===== config.mk =====
export PLATFORM = sky130hd
export DESIGN_NAME = dcc_top
export DESIGN_NICKNAME = d
export VERILOG_FILES = /design/src/rtl/dcc_pkg.sv /design/src/rtl/dcc_chan.sv /design/src/rtl/dcc_top.sv
export VERILOG_INCLUDE_DIRS = /design/src /design/src/rtl
export SDC_FILE = /design/constraint.sdc
export NUM_CORES = 1
export LEC_CHECK = 0
export BUFFER_PORTS_ARGS = -buffer_cell sky130_fd_sc_hd__buf_2
export CAP_MARGIN = 40
export CORE_AREA = 2 2 121 123
export CTS_CLUSTER_SIZE = 20
export DETAILED_ROUTE_END_ITERATION = 10
export DIE_AREA = 0 0 123 125
export RECOVER_POWER = 50
export SLEW_MARGIN = 25
export SYNTH_ARGS = -nofsm -noshare
export SYNTH_HDL_FRONTEND = slang
export SYNTH_SLANG_ARGS = --single-unit

===== constraint.sdc =====
create_clock -name clk_sys -period 6.03 [get_ports clk_sys]
set_clock_uncertainty 0.1 [all_clocks]
set_input_delay 1.206 -clock clk_sys [delete_from_list [all_inputs] [get_ports clk_sys]]
set_output_delay 1.206 -clock clk_sys [all_outputs]
set_load 0.1 [all_outputs]

===== src/rtl/dcc_regs.svh =====
// Register addresses, bit positions, reset values and hysteresis levels
// of the dual comparator control block.
// Assumes inclusion by bare name from files under rtl/.
`ifndef DCC_REGS_SVH
`define DCC_REGS_SVH

`define DCC_ADDR_CTL0 8'h9b
`define DCC_ADDR_CTL1 8'h9a
`define DCC_ADDR_MODE0 8'h9d
`define DCC_ADDR_MODE1 8'h9c

`define DCC_CTL_EN_BIT 7
`define DCC_CTL_RES_BIT 6
`define DCC_CTL_RISE_BIT 5
`define DCC_CTL_FALL_BIT 4
`define DCC_CTL_HYP_HI 3
`define DCC_CTL_HYP_LO 2
`define DCC_CTL_HYN_HI 1
`define DCC_CTL_HYN_LO 0

`define DCC_MODE_RIE_BIT 5
`define DCC_MODE_FIE_BIT 4
`define DCC_MODE_MD_HI 1
`define DCC_MODE_MD_LO 0

`define DCC_EN_RESET 1'b0
`define DCC_FLAG_RESET 1'b0
`define DCC_HYST_RESET 2'h0
`define DCC_IE_RESET 1'b0
`define DCC_SPEED_RESET 2'h2
`define DCC_SYNC_RESET 1'b0
`define DCC_RDATA_RESET 8'h00
`define DCC_RDATA_UNMAPPED 8'h00
`define DCC_MODE_RSV_READ 1'b1
`define DCC_MODE_UNUSED6 1'b0
`define DCC_MODE_UNUSED32 2'h0

`define DCC_HYST_L0_MV 'h0000
`define DCC_HYST_L1_MV 'h0005
`define DCC_HYST_L2_MV 'h000a
`define DCC_HYST_L3_MV 'h0014

`endif


===== src/rtl/dcc_pkg.sv =====
// Types shared by the dual comparator control block.
// Assumes nothing of its surroundings.
package dcc_pkg;
  typedef enum logic [1:0] {
    DCC_SPEED_M0 = 2'h0,
    DCC_SPEED_M1 = 2'h1,
    DCC_SPEED_M2 = 2'h2,
    DCC_SPEED_M3 = 2'h3
  } dcc_speed_t;

  typedef enum logic [1:0] {
    DCC_HYST_OFF = 2'h0,
    DCC_HYST_L1 = 2'h1,
    DCC_HYST_L2 = 2'h2,
    DCC_HYST_L3 = 2'h3
  } dcc_hyst_t;
endpackage


===== src/rtl/dcc_chan.sv =====
// One comparator channel: behavioural decision with hysteresis, the raw
// output, the clock synchroniser and edge detection.
// Assumes input levels are unsigned millivolt codes synchronous to clk_sys.
`timescale 1ns/1ns
`default_nettype none
`include "dcc_regs.svh"
module dcc_chan #(
  parameter int VW = 12
) (
  input wire logic clk_sys,
  input wire logic sys_rst,
  input wire logic ce,
  input wire logic enable,
  input wire logic [VW-1:0] pos_in,
  input wire logic [VW-1:0] neg_in,
  input wire logic [1:0] hyst_pos,
  input wire logic [1:0] hyst_neg,
  output logic raw_out,
  output logic synced_out,
  output logic rise_pulse,
  output logic fall_pulse
);
  function automatic logic [VW:0] hyst_mv(input logic [1:0] code);
    logic [VW:0] mv;
    mv = '0;
    unique case (dcc_pkg::dcc_hyst_t'(code))
      dcc_pkg::DCC_HYST_OFF: mv = (VW+1)'(`DCC_HYST_L0_MV);
      dcc_pkg::DCC_HYST_L1: mv = (VW+1)'(`DCC_HYST_L1_MV);
      dcc_pkg::DCC_HYST_L2: mv = (VW+1)'(`DCC_HYST_L2_MV);
      dcc_pkg::DCC_HYST_L3: mv = (VW+1)'(`DCC_HYST_L3_MV);
    endcase
    return mv;
  endfunction

  logic s1_r, s2_r, s3_r;
  wire [VW:0] pos_ext = {1'b0, pos_in};
  wire [VW:0] neg_ext = {1'b0, neg_in};
  wire [VW:0] hp_mv = hyst_mv(hyst_pos);
  wire [VW:0] hn_mv = hyst_mv(hyst_neg);
  // Widened sums avoid wrap at the top of the input range
  wire rise_cond = pos_ext > (neg_ext + hp_mv);
  wire fall_cond = (pos_ext + hn_mv) <= neg_ext;
  // Held state is the synchronised output; with the clock stopped the
  // threshold stays where it was, but the raw path still answers.
  assign raw_out = enable & (s2_r ? ~fall_cond : rise_cond);

  always_ff @(posedge clk_sys or posedge sys_rst) begin
    if (sys_rst) begin
      s1_r <= `DCC_SYNC_RESET;
      s2_r <= `DCC_SYNC_RESET;
      s3_r <= `DCC_SYNC_RESET;
    end else if (ce) begin
      s1_r <= raw_out;
      s2_r <= s1_r;
      s3_r <= s2_r;
    end
  end

  assign synced_out = s2_r;
  assign rise_pulse = ce & s2_r & ~s3_r;
  assign fall_pulse = ce & ~s2_r & s3_r;
endmodule
`default_nettype wire


===== src/rtl/dcc_top.sv =====
// Dual comparator control: special-register file, edge flags and
// interrupt request gating around two identical comparator channels.
// Assumes a one-cycle special-register bus synchronous to clk_sys and
// comparator input levels given as millivolt codes.
//
// How it works
// - With both hysteresis levels at 0, enabled comparator output is high exactly when positive input exceeds negative.
// - A disabled comparator's output is forced low.
// - Each output is synchronised to clk_sys for status, flags and routing.
// - An unsynchronised raw output is provided and needs no clock.
// - Rising and falling edges set their flags regardless of interrupt enables.
// - Edge flags stay set until software writes them to zero.
// - Interrupt needs flag with its enable, source enable and global enable.
// - Four response-time modes, mode 0 fastest, mode 3 lowest power.
// - Disabled comparator is held in low power shutdown.
// - Positive hysteresis delays the rise by the programmed amount.
// - Negative hysteresis delays the fall by the programmed amount.
// - Hysteresis levels of 0, 5, 10 and 20 mV, set per direction.
// - Control bit 7 enables the comparator; clearing it disables it.
// - Control bit 6 reads the synchronised result and is read-only.
// - Rise flag at bit 5, fall flag at bit 4, both writable.
// - Control bits 3:2 select positive hysteresis level.
// - Control bits 1:0 select negative hysteresis level.
// - The second comparator is an identical instance with its own settings.
// - Mode bits 5 and 4 enable rise and fall interrupts, reset zero.
// - Mode bits 1:0 pick response time, resetting to 10.
`timescale 1ns/1ns
`default_nettype none
`include "dcc_regs.svh"
module dcc_top #(
  parameter int VW = 12
) (
  input wire logic clk_sys,
  input wire logic sys_rst,
  input wire logic ce,
  input wire logic [7:0] sfr_addr,
  input wire logic sfr_wr,
  input wire logic sfr_rd,
  input wire logic [7:0] sfr_wdata,
  output logic [7:0] sfr_rdata,
  input wire logic [VW-1:0] cmp_zero_pos_in,
  input wire logic [VW-1:0] cmp_zero_neg_in,
  input wire logic [VW-1:0] cmp_one_pos_in,
  input wire logic [VW-1:0] cmp_one_neg_in,
  input wire logic [1:0] cmp_irq_src_en,
  input wire logic global_irq_en,
  output logic cmp_zero_raw_out,
  output logic cmp_one_raw_out,
  output logic cmp_zero_synced_out,
  output logic cmp_one_synced_out,
  output logic [1:0] cmp_irq_req,
  output logic [1:0] cmp_zero_speed_sel,
  output logic [1:0] cmp_one_speed_sel,
  output logic [1:0] cmp_shutdown
);
  localparam int NCH = 2;

  logic [NCH-1:0] en_r, en_nxt;
  logic [NCH-1:0] rflag_r, rflag_nxt;
  logic [NCH-1:0] fflag_r, fflag_nxt;
  logic [NCH-1:0] rie_r, rie_nxt;
  logic [NCH-1:0] fie_r, fie_nxt;
  logic [NCH-1:0][1:0] hyp_r, hyp_nxt;
  logic [NCH-1:0][1:0] hyn_r, hyn_nxt;
  logic [NCH-1:0][1:0] speed_r, speed_nxt;
  logic [7:0] rdata_r, rdata_nxt;

  logic [NCH-1:0][VW-1:0] pos_in, neg_in;
  logic [NCH-1:0][7:0] ctl_addr, mode_addr, ctl_view, mode_view;
  logic [NCH-1:0] ctl_wr, mode_wr, ctl_sel, mode_sel;
  logic [NCH-1:0] raw, synced, rise, fall, irq;

  assign pos_in[0] = cmp_zero_pos_in;
  assign neg_in[0] = cmp_zero_neg_in;
  assign pos_in[1] = cmp_one_pos_in;
  assign neg_in[1] = cmp_one_neg_in;
  assign ctl_addr[0] = `DCC_ADDR_CTL0;
  assign ctl_addr[1] = `DCC_ADDR_CTL1;
  assign mode_addr[0] = `DCC_ADDR_MODE0;
  assign mode_addr[1] = `DCC_ADDR_MODE1;

  genvar gi;
  generate
    for (gi = 0; gi < NCH; gi++) begin : g_ch
      dcc_chan #(
        .VW(VW)
      ) u_chan (
        .clk_sys(clk_sys),
        .sys_rst(sys_rst),
        .ce(ce),
        .enable(en_r[gi]),
        .pos_in(pos_in[gi]),
        .neg_in(neg_in[gi]),
        .hyst_pos(hyp_r[gi]),
        .hyst_neg(hyn_r[gi]),
        .raw_out(raw[gi]),
        .synced_out(synced[gi]),
        .rise_pulse(rise[gi]),
        .fall_pulse(fall[gi])
      );

      assign ctl_sel[gi] = sfr_addr == ctl_addr[gi];
      assign mode_sel[gi] = sfr_addr == mode_addr[gi];
      assign ctl_wr[gi] = sfr_wr & ctl_sel[gi];
      assign mode_wr[gi] = sfr_wr & mode_sel[gi];

      assign en_nxt[gi] = ctl_wr[gi] ? sfr_wdata[`DCC_CTL_EN_BIT] : en_r[gi];
      assign hyp_nxt[gi] = ctl_wr[gi] ?
                           sfr_wdata[`DCC_CTL_HYP_HI:`DCC_CTL_HYP_LO] : hyp_r[gi];
      assign hyn_nxt[gi] = ctl_wr[gi] ?
                           sfr_wdata[`DCC_CTL_HYN_HI:`DCC_CTL_HYN_LO] : hyn_r[gi];
      // Set wins over a clearing write in the same cycle
      assign rflag_nxt[gi] = rise[gi] |
                             (ctl_wr[gi] ? sfr_wdata[`DCC_CTL_RISE_BIT] : rflag_r[gi]);
      assign fflag_nxt[gi] = fall[gi] |
                             (ctl_wr[gi] ? sfr_wdata[`DCC_CTL_FALL_BIT] : fflag_r[gi]);
      assign rie_nxt[gi] = mode_wr[gi] ? sfr_wdata[`DCC_MODE_RIE_BIT] : rie_r[gi];
      assign fie_nxt[gi] = mode_wr[gi] ? sfr_wdata[`DCC_MODE_FIE_BIT] : fie_r[gi];
      assign speed_nxt[gi] = mode_wr[gi] ?
                             sfr_wdata[`DCC_MODE_MD_HI:`DCC_MODE_MD_LO] : speed_r[gi];

      // Result bit is live status; writes to it are dropped
      assign ctl_view[gi] = {en_r[gi], synced[gi], rflag_r[gi], fflag_r[gi],
                             hyp_r[gi], hyn_r[gi]};
      assign mode_view[gi] = {`DCC_MODE_RSV_READ, `DCC_MODE_UNUSED6, rie_r[gi], fie_r[gi],
                              `DCC_MODE_UNUSED32, speed_r[gi]};

      assign irq[gi] = ((rflag_r[gi] & rie_r[gi]) | (fflag_r[gi] & fie_r[gi])) &
                       cmp_irq_src_en[gi] & global_irq_en;

    end
  endgenerate

  assign rdata_nxt = ctl_sel[0] ? ctl_view[0] :
                     ctl_sel[1] ? ctl_view[1] :
                     mode_sel[0] ? mode_view[0] :
                     mode_sel[1] ? mode_view[1] : `DCC_RDATA_UNMAPPED;

  always_ff @(posedge clk_sys or posedge sys_rst) begin
    if (sys_rst) begin
      en_r <= {NCH{`DCC_EN_RESET}};
      rflag_r <= {NCH{`DCC_FLAG_RESET}};
      fflag_r <= {NCH{`DCC_FLAG_RESET}};
      hyp_r <= {NCH{`DCC_HYST_RESET}};
      hyn_r <= {NCH{`DCC_HYST_RESET}};
    end else if (ce) begin
      en_r <= en_nxt;
      rflag_r <= rflag_nxt;
      fflag_r <= fflag_nxt;
      hyp_r <= hyp_nxt;
      hyn_r <= hyn_nxt;
    end
  end

  always_ff @(posedge clk_sys or posedge sys_rst) begin
    if (sys_rst) begin
      rie_r <= {NCH{`DCC_IE_RESET}};
      fie_r <= {NCH{`DCC_IE_RESET}};
      speed_r <= {NCH{`DCC_SPEED_RESET}};
    end else if (ce) begin
      rie_r <= rie_nxt;
      fie_r <= fie_nxt;
      speed_r <= speed_nxt;
    end
  end

  // Read data holds between reads so a slow core can sample late
  always_ff @(posedge clk_sys or posedge sys_rst) begin
    if (sys_rst) begin
      rdata_r <= `DCC_RDATA_RESET;
    end else if (ce && sfr_rd) begin
      rdata_r <= rdata_nxt;
    end
  end

  assign sfr_rdata = rdata_r;
  assign cmp_zero_raw_out = raw[0];
  assign cmp_one_raw_out = raw[1];
  assign cmp_zero_synced_out = synced[0];
  assign cmp_one_synced_out = synced[1];
  assign cmp_irq_req = irq;
  // Speed code drives the analogue bias; slower code means lower current
  assign cmp_zero_speed_sel = speed_r[0];
  assign cmp_one_speed_sel = speed_r[1];
  assign cmp_shutdown = ~en_r;
endmodule
`default_nettype wire


==> results of run 1 <==
[cells in the final DEF, fill, tap and decap left out, types with 3 or more instances in the layout]
cell type	Yosys	layout
clkbuf_1	4	4
o21ai_1	6	5
and2_1	5	5
a22o_1	3	3
xnor2_1	36	36
a221o_1	3	3
a222oi_1	4	4
dfrtp_1	34	34
a31oi_1	3	3
buf_4	1	4
clkbuf_16	0	5
buf_2	0	86
nor2_1	29	29
o21ai_0	17	18
mux2_2	21	21
nor2b_1	10	10
and3_1	5	5
ha_1	64	64
nand2b_1	5	5
a21o_1	11	11
o21a_1	7	7
nand3b_1	4	4
inv_1	34	34
nand3_1	14	14
nand4_1	13	13
o31ai_1	7	7
xor2_1	8	8
mux2i_1	6	6
nor4_1	11	11
nand2_1	43	43
nor3_1	8	8
a21oi_1	26	26
o211ai_1	4	4
[what timing repair did]
item                       4_1_cts  5_1_grt
setup endpoints to repair        0        1
hold endpoints to repair         0        0
buffers inserted                 0        0
resized for setup                0        1
[power by group through the flow]
stage	logic [uW]	clock network, uW	registers (uW)
floorplan	126	0	273
global placement	204	0	268
detailed placement	211	0	268
CTS	212	253	264
global route	238	266	266
finish	211	249	264
[cell usage after synthesis, drive strengths merged (5+ instances only)]
cell type	number
ha	64
nand2	43
xnor2	36
dfrtp	34
inv	34
nor2	29
a21oi	27
o21ai	23
mux2	22
nand3	14
nand4	13
a21o	11
nor2b	11
nor4	11
nor3	8
xor2	8
o21a	7
o31ai	7
mux2i	6
and2	5
and3	5
nand2b	5
[worst max-delay path, cell delays in order]
cell and delay [ns]:
buf_2 0.12, ha_1 0.37, a21o_1 0.20, a221o_1 0.34
a31oi_1 0.28, nor2_1 0.12, nand4_1 0.12, xnor2_1 0.13
ha_1 0.26, a21o_1 0.16, a21oi_1 0.18, o21ai_0 0.11
o311ai_0 0.37, a31oi_2 0.18, buf_2 0.33
[cells by family after synthesis]
kind of cell,Yosys count,share of synthesized area
and+or+nand+nor,156,0.193
AOI/OAI and AO/OA,114,0.188
adders and majority gates,64,0.194
xor gates and xnor gates,44,0.0932
buffers and inverters,41,0.0399
DFF,36,0.218
muxes,28,0.0744
[flip-flops by register name, indices dropped and copies added (netlist names)]
name / cells
cmp_one_speed_sel: 2
cmp_zero_speed_sel: 2
ctl_view: 8
en_r: 2
fflag_r: 2
fie_r: 2
g_ch.u_chan.s1_r: 2
g_ch.u_chan.s3_r: 2
g_ch.u_chan.synced_out: 2
rflag_r: 2
rie_r: 2
sfr_rdata: 8
[worst paths after layout]
| path | start | end | slack [ns] | depth (start not counted) |
|---|---|---|---|---|
| worst min register to register | g_ch[0].u_chan.s3_r | rflag_r[0] | 0.37 | 1 |
| worst max-delay path | cmp_zero_pos_in[2] | cmp_zero_raw_out | 0.25 | 15 |
| worst min-delay path | g_ch[0].u_chan.s3_r | rflag_r[0] | 0.37 | 1 |
| worst max register to register | ctl_view[0] | g_ch[0].u_chan.s1_r | 2.13 | 15 |
| max in group asynchronous | sys_rst | sfr_rdata[0] | 3.22 | 3 |
| min in group asynchronous | sys_rst | g_ch[0].u_chan.synced_out | 1.50 | 3 |
[cell type report]
type	count	area, sq um
fillers	1473	9220
multi-input cells	406	3090
flip-flops and latches	36	903
repair buffers	95	495
well taps	184	230
inverters	34	128
clock buffers	5	125
clock inverters	3	18.8
[per-stage QoR]
stage	cell area, sq um	total power, uW	setup slack (ns)
floorplan	4150	399	0.324
finish	4990	725	0.253
detailed placement	4840	479	0.225
global route	4990	770	0.0421
CTS	4980	730	0.225
global placement	4840	471	0.281
[routing by layer]
| layer | wire length, um | vias to the layer above | global-route usage |
|---|---|---|---|
| met5 | 0 | - | 0 |
| met4 | 159 | 0 | 0.0388 |
| met3 | 626 | 15 | 0.0260 |
| met2 | 5780 | 114 | 0.279 |
| met1 | 5080 | 1846 | 0.182 |
| li1 | - | 1984 | - |
==> flow_metrics.tcl, run 1 <==
set metrics [dict create \
    cp.required_ns 4.72 \
    synth_edf_count 0 \
    place.gp.congestion 0.904 \
    drc 0 \
    power.share.clock 0.344 \
    ant_nets 0 \
    clock_sinks 36 \
    dpl.hpwl_mm 9.81 \
    first_global_vias 4034 \
    synthFlopType "dfrtp_1" \
    track_usage 0.152 \
    fp-row-count 44 \
    final_cells 763 \
    layout-drive-gt1-share 0.226 \
    root_buffer "clkbuf_16" \
    end_kind "output pin" \
    synthArstFlopShare 1.00 \
    firstDrtPassIters 6 \
    cts_inserted_buffers 5 \
    max_freq_mhz 173 \
    vias 3959 \
    viasPerCell 5.19 \
    path_class "input port to output pin" \
    yosys_warnings 0 \
    num-nets-final 714 \
    ys_seq_area_frac 0.218 \
    antenna_cells 0 \
    ys_top_cells_by_area "dfrtp_1 21%, ha_1 19%, xnor2_1 7.6%" \
    syn_avg_cell_area_sq_um 8.56 \
    setup_viol 0 \
    arrival_ns 4.47 \
    cts_hold_buf 0 \
    path_max_fanout 5 \
    cts.reportedPaths.clkPinSlew_ns 0.06 \
    p_leak_uw 0.00244 \
    status "complete, but fails checks" \
    grt_start_max_net_pins 37 \
    power.switching_uw 233 \
    dp_cells 754 \
    syn-num-nets 619 \
    io_buffers 90 \
    cts_tree "done" \
    p_int_uw 491 \
    htreeDepth 2 \
    relSlewSlack -0.277 \
    grt_setup_unrepaired "false" \
    gr-total-overflow 0 \
    synth.largest_area_cell "dfrtp_1" \
    worst_pin_slew_ns 1.92 \
    clockBufferDepth 2 \
    finalSetupTns_ns 0 \
    violations "max-capacitance violations, max-slew violations" \
    syn_area_sq_um 4140 \
    ir_drop_v 0.0000976 \
    antenna_found_initial 0 \
    hp-class "register to register" \
    hold_slack_ns 0.374 \
    start_kind "input port" \
    dieArea_sq_um 15400 \
    post-route-min-period_ns 5.78 \
    timing.final.max_slew_violations 37 \
    hold_violations 0 \
    die_h_um 125 \
    seq_power_share 0.365 \
    power_density_nw_per_um2 145 \
    maxCapViolations 1 \
    yosysTopAreaCellShare 0.206 \
    fin_util 0.351 \
    clk_latency_ns 0.28 \
    comb_power_share 0.291 \
    post_drt_wl_per_cell_um 15.3 \
    areaGrowthSynthToFinish_pct 20.6 \
    pin_count 92 \
    chipWidth_um 123 \
    core_sq_um 14200 \
    synth-seq-cells 36 \
    start_util 0.291 \
    finalCritPeriodShare 0.958 \
    swShare 0.322 \
    wirelength_mm 11.7 \
    synth_cell_types 59 \
    syn_inst 483 \
    drt-initial-drc-count 300 \
    grt_pass1_wl_mm 18.9 \
]
Note: power is estimated with default switching activity, not from simulation.
==> run 2, diff against run 1 <==
- ABC_AREA: unset -> 1
- CORE_AREA: 2 2 121 123 -> 2 2 125 127
- DIE_AREA: 0 0 123 125 -> 0 0 127 129
==> flow_metrics.tcl, run 2 <==
set metrics [dict create \
    track_usage 0.145 \
    synthArstFlopShare 1.00 \
    cts.reportedPaths.clkPinSlew_ns 0.06 \
    grt_setup_unrepaired "false" \
    finalCritPeriodShare 0.900 \
    cts_tree "done" \
    finalSetupTns_ns 0 \
    chipWidth_um 127 \
    post-route-min-period_ns 5.43 \
    hold_violations 0 \
    drt-initial-drc-count 261 \
    die_h_um 129 \
    topRoutingLayerUsed "met4" \
    start_util 0.297 \
    yosys_warnings 0 \
    wl_met1_mm 5.69 \
    io_buffers 90 \
    cts_setup_buffers 0 \
    first_global_vias 4064 \
    synthTopCellsByCount "198 x nand2_1, 137 x inv_1, 64 x ha_1" \
    grt_pass1_wl_mm 19.2 \
    fin_util 0.351 \
    seq_area_sq_um 903 \
    timing.final.max_slew_violations 37 \
    worst_pin_slew_ns 1.98 \
    wirelength_mm 11.5 \
    clock_sinks 36 \
    synthFlopType "dfrtp_1" \
    root_buffer "clkbuf_16" \
    gr-total-overflow 0 \
    arrival_ns 4.12 \
    syn_inst 691 \
    ir_drop_v 0.000145 \
    fillers 1658 \
    clockBufferDepth 2 \
    dieArea_sq_um 16400 \
    max_freq_mhz 184 \
    viasPerCell 4.49 \
    syn_area_sq_um 4450 \
    synth.largest_area_cell "dfrtp_1" \
    hp-class "register to register" \
    layout-drive-gt1-share 0.158 \
    grt_start_max_net_pins 37 \
    wl_met3_um 587 \
    ant_nets 0 \
    core_sq_um 15000 \
    start_kind "input port" \
    p_leak_uw 0.00305 \
    antenna_found_initial 0 \
    setup_viol 0 \
    relSlewSlack -0.321 \
    power_density_nw_per_um2 163 \
    status "complete, but fails checks" \
    mostFrequentLayoutCells "198 x nand2_1, 137 x inv_1, 87 x buf_2" \
    multi_input_area_sq_um 3000 \
    violations "max-capacitance violations, max-slew violations" \
    synth-seq-cells 36 \
    ys_top_cells_by_area "dfrtp_1 19%, ha_1 18%, nand2_1 17%" \
    fp-row-count 45 \
    yosysTopAreaCellShare 0.191 \
    yosysMostFrequentCell "nand2_1" \
    synth_cell_types 38 \
    syn-num-nets 827 \
    end_kind "output pin" \
    maxCapViolations 1 \
    firstDrtPassIters 4 \
    final_common_cell "nand2_1" \
    path_max_fanout 4 \
    cts_inserted_buffers 5 \
    areaGrowthSynthToFinish_pct 18.2 \
    vias 4373 \
    path_class "input port to output pin" \
    syn_avg_cell_area_sq_um 6.44 \
    drc 0 \
    wl_met2_mm 5.16 \
    pin_count 92 \
    antenna_cells 0 \
    post_drt_wl_per_cell_um 11.8 \
    htreeDepth 2 \
    place.gp.congestion 0.866 \
    ys_seq_area_frac 0.203 \
    num-nets-final 922 \
    dpl.hpwl_mm 10.1 \
    synth_edf_count 0 \
    cp.required_ns 4.72 \
    clk_latency_ns 0.28 \
    cts.repair.resized 0 \
    cts_hold_buf 0 \
]
## run 2: worst max-delay path: stages
cell	delay, ns
buf_2	0.12
nand3_1	0.14
nand2_1	0.07
inv_1	0.09
ha_1	0.15
inv_1	0.05
nand2_1	0.05
nand2_1	0.06
nand2_1	0.09
nand2_1	0.10
o21ai_2	0.15
nand2_1	0.10
nor3_2	0.15
xor2_1	0.17
ha_1	0.26
and3_1	0.18
nand3_1	0.08
nor3_1	0.06
nand3_1	0.07
nand2_1	0.06
a21oi_1	0.15
and2_1	0.15
buf_2	0.42
## run 2: worst paths after layout
path | startpoint | cells past startpoint | to | slack [ns]
hold reg to reg | sfr_rdata[0] | 2 | sfr_rdata[0] | 0.37
min in group asynchronous | sys_rst | 3 | sfr_rdata[4] | 1.53
setup / recovery | cmp_zero_pos_in[1] | 23 | cmp_zero_raw_out | 0.60
setup reg to reg | ctl_view[2] | 22 | g_ch[0].u_chan.s1_r | 2.76
hold / removal | sfr_rdata[0] | 2 | sfr_rdata[0] | 0.37
max in group asynchronous | sys_rst | 3 | g_ch[1].u_chan.synced_out | 3.16
## run 2: cell families (layout without fill, tap and decap cells)
logic type / after synthesis / count (layout) / synth area share
and+or+nand+nor: 328 / 328 / 0.316
buffers and inverters: 144 / 240 / 0.123
AOI/OAI and AO/OA: 90 / 90 / 0.121
adders and majority gates: 64 / 64 / 0.180
DFF: 36 / 36 / 0.203
xor gates and xnor gates: 29 / 29 / 0.0571
## run 2: metal layers
metal / up-vias / track usage
met5: - / 0
met1: 1871 / 0.201
met2: 90 / 0.243
met4: 0 / 0.0239
met3: 9 / 0.0220
li1: 2403 / -
## run 2: cell type report
cell class | instances | share of cell area
clock inverter | 2 | 0.00309
multi-input combinational | 511 | 0.570
inverter | 141 | 0.101
sequential | 36 | 0.172
timing repair buffer | 91 | 0.0856
tap | 188 | 0.0447
clock buffer | 6 | 0.0245
## run 2: power breakdown
group          switching, uW  leakage [uW]  total (uW)  internal [uW]
clock                    103     0.0000671         257            154
combinational            229       0.00256         330            101
sequential              14.4      0.000427         273            258
## run 2: metrics by stage
stage / hold WS, ns / std cells / total power [uW] / instance area, sq um / setup WS, ns
floorplan: 0.349 / 691 / 517 / 4450 / 0.828
global placement: 0.360 / 967 / 608 / 5120 / 0.590
detailed placement: 0.361 / 967 / 610 / 5120 / 0.575
CTS: 0.378 / 975 / 865 / 5270 / 0.555
global route: 0.392 / 975 / 920 / 5260 / 0.275
finish: 0.375 / 975 / 860 / 5260 / 0.602
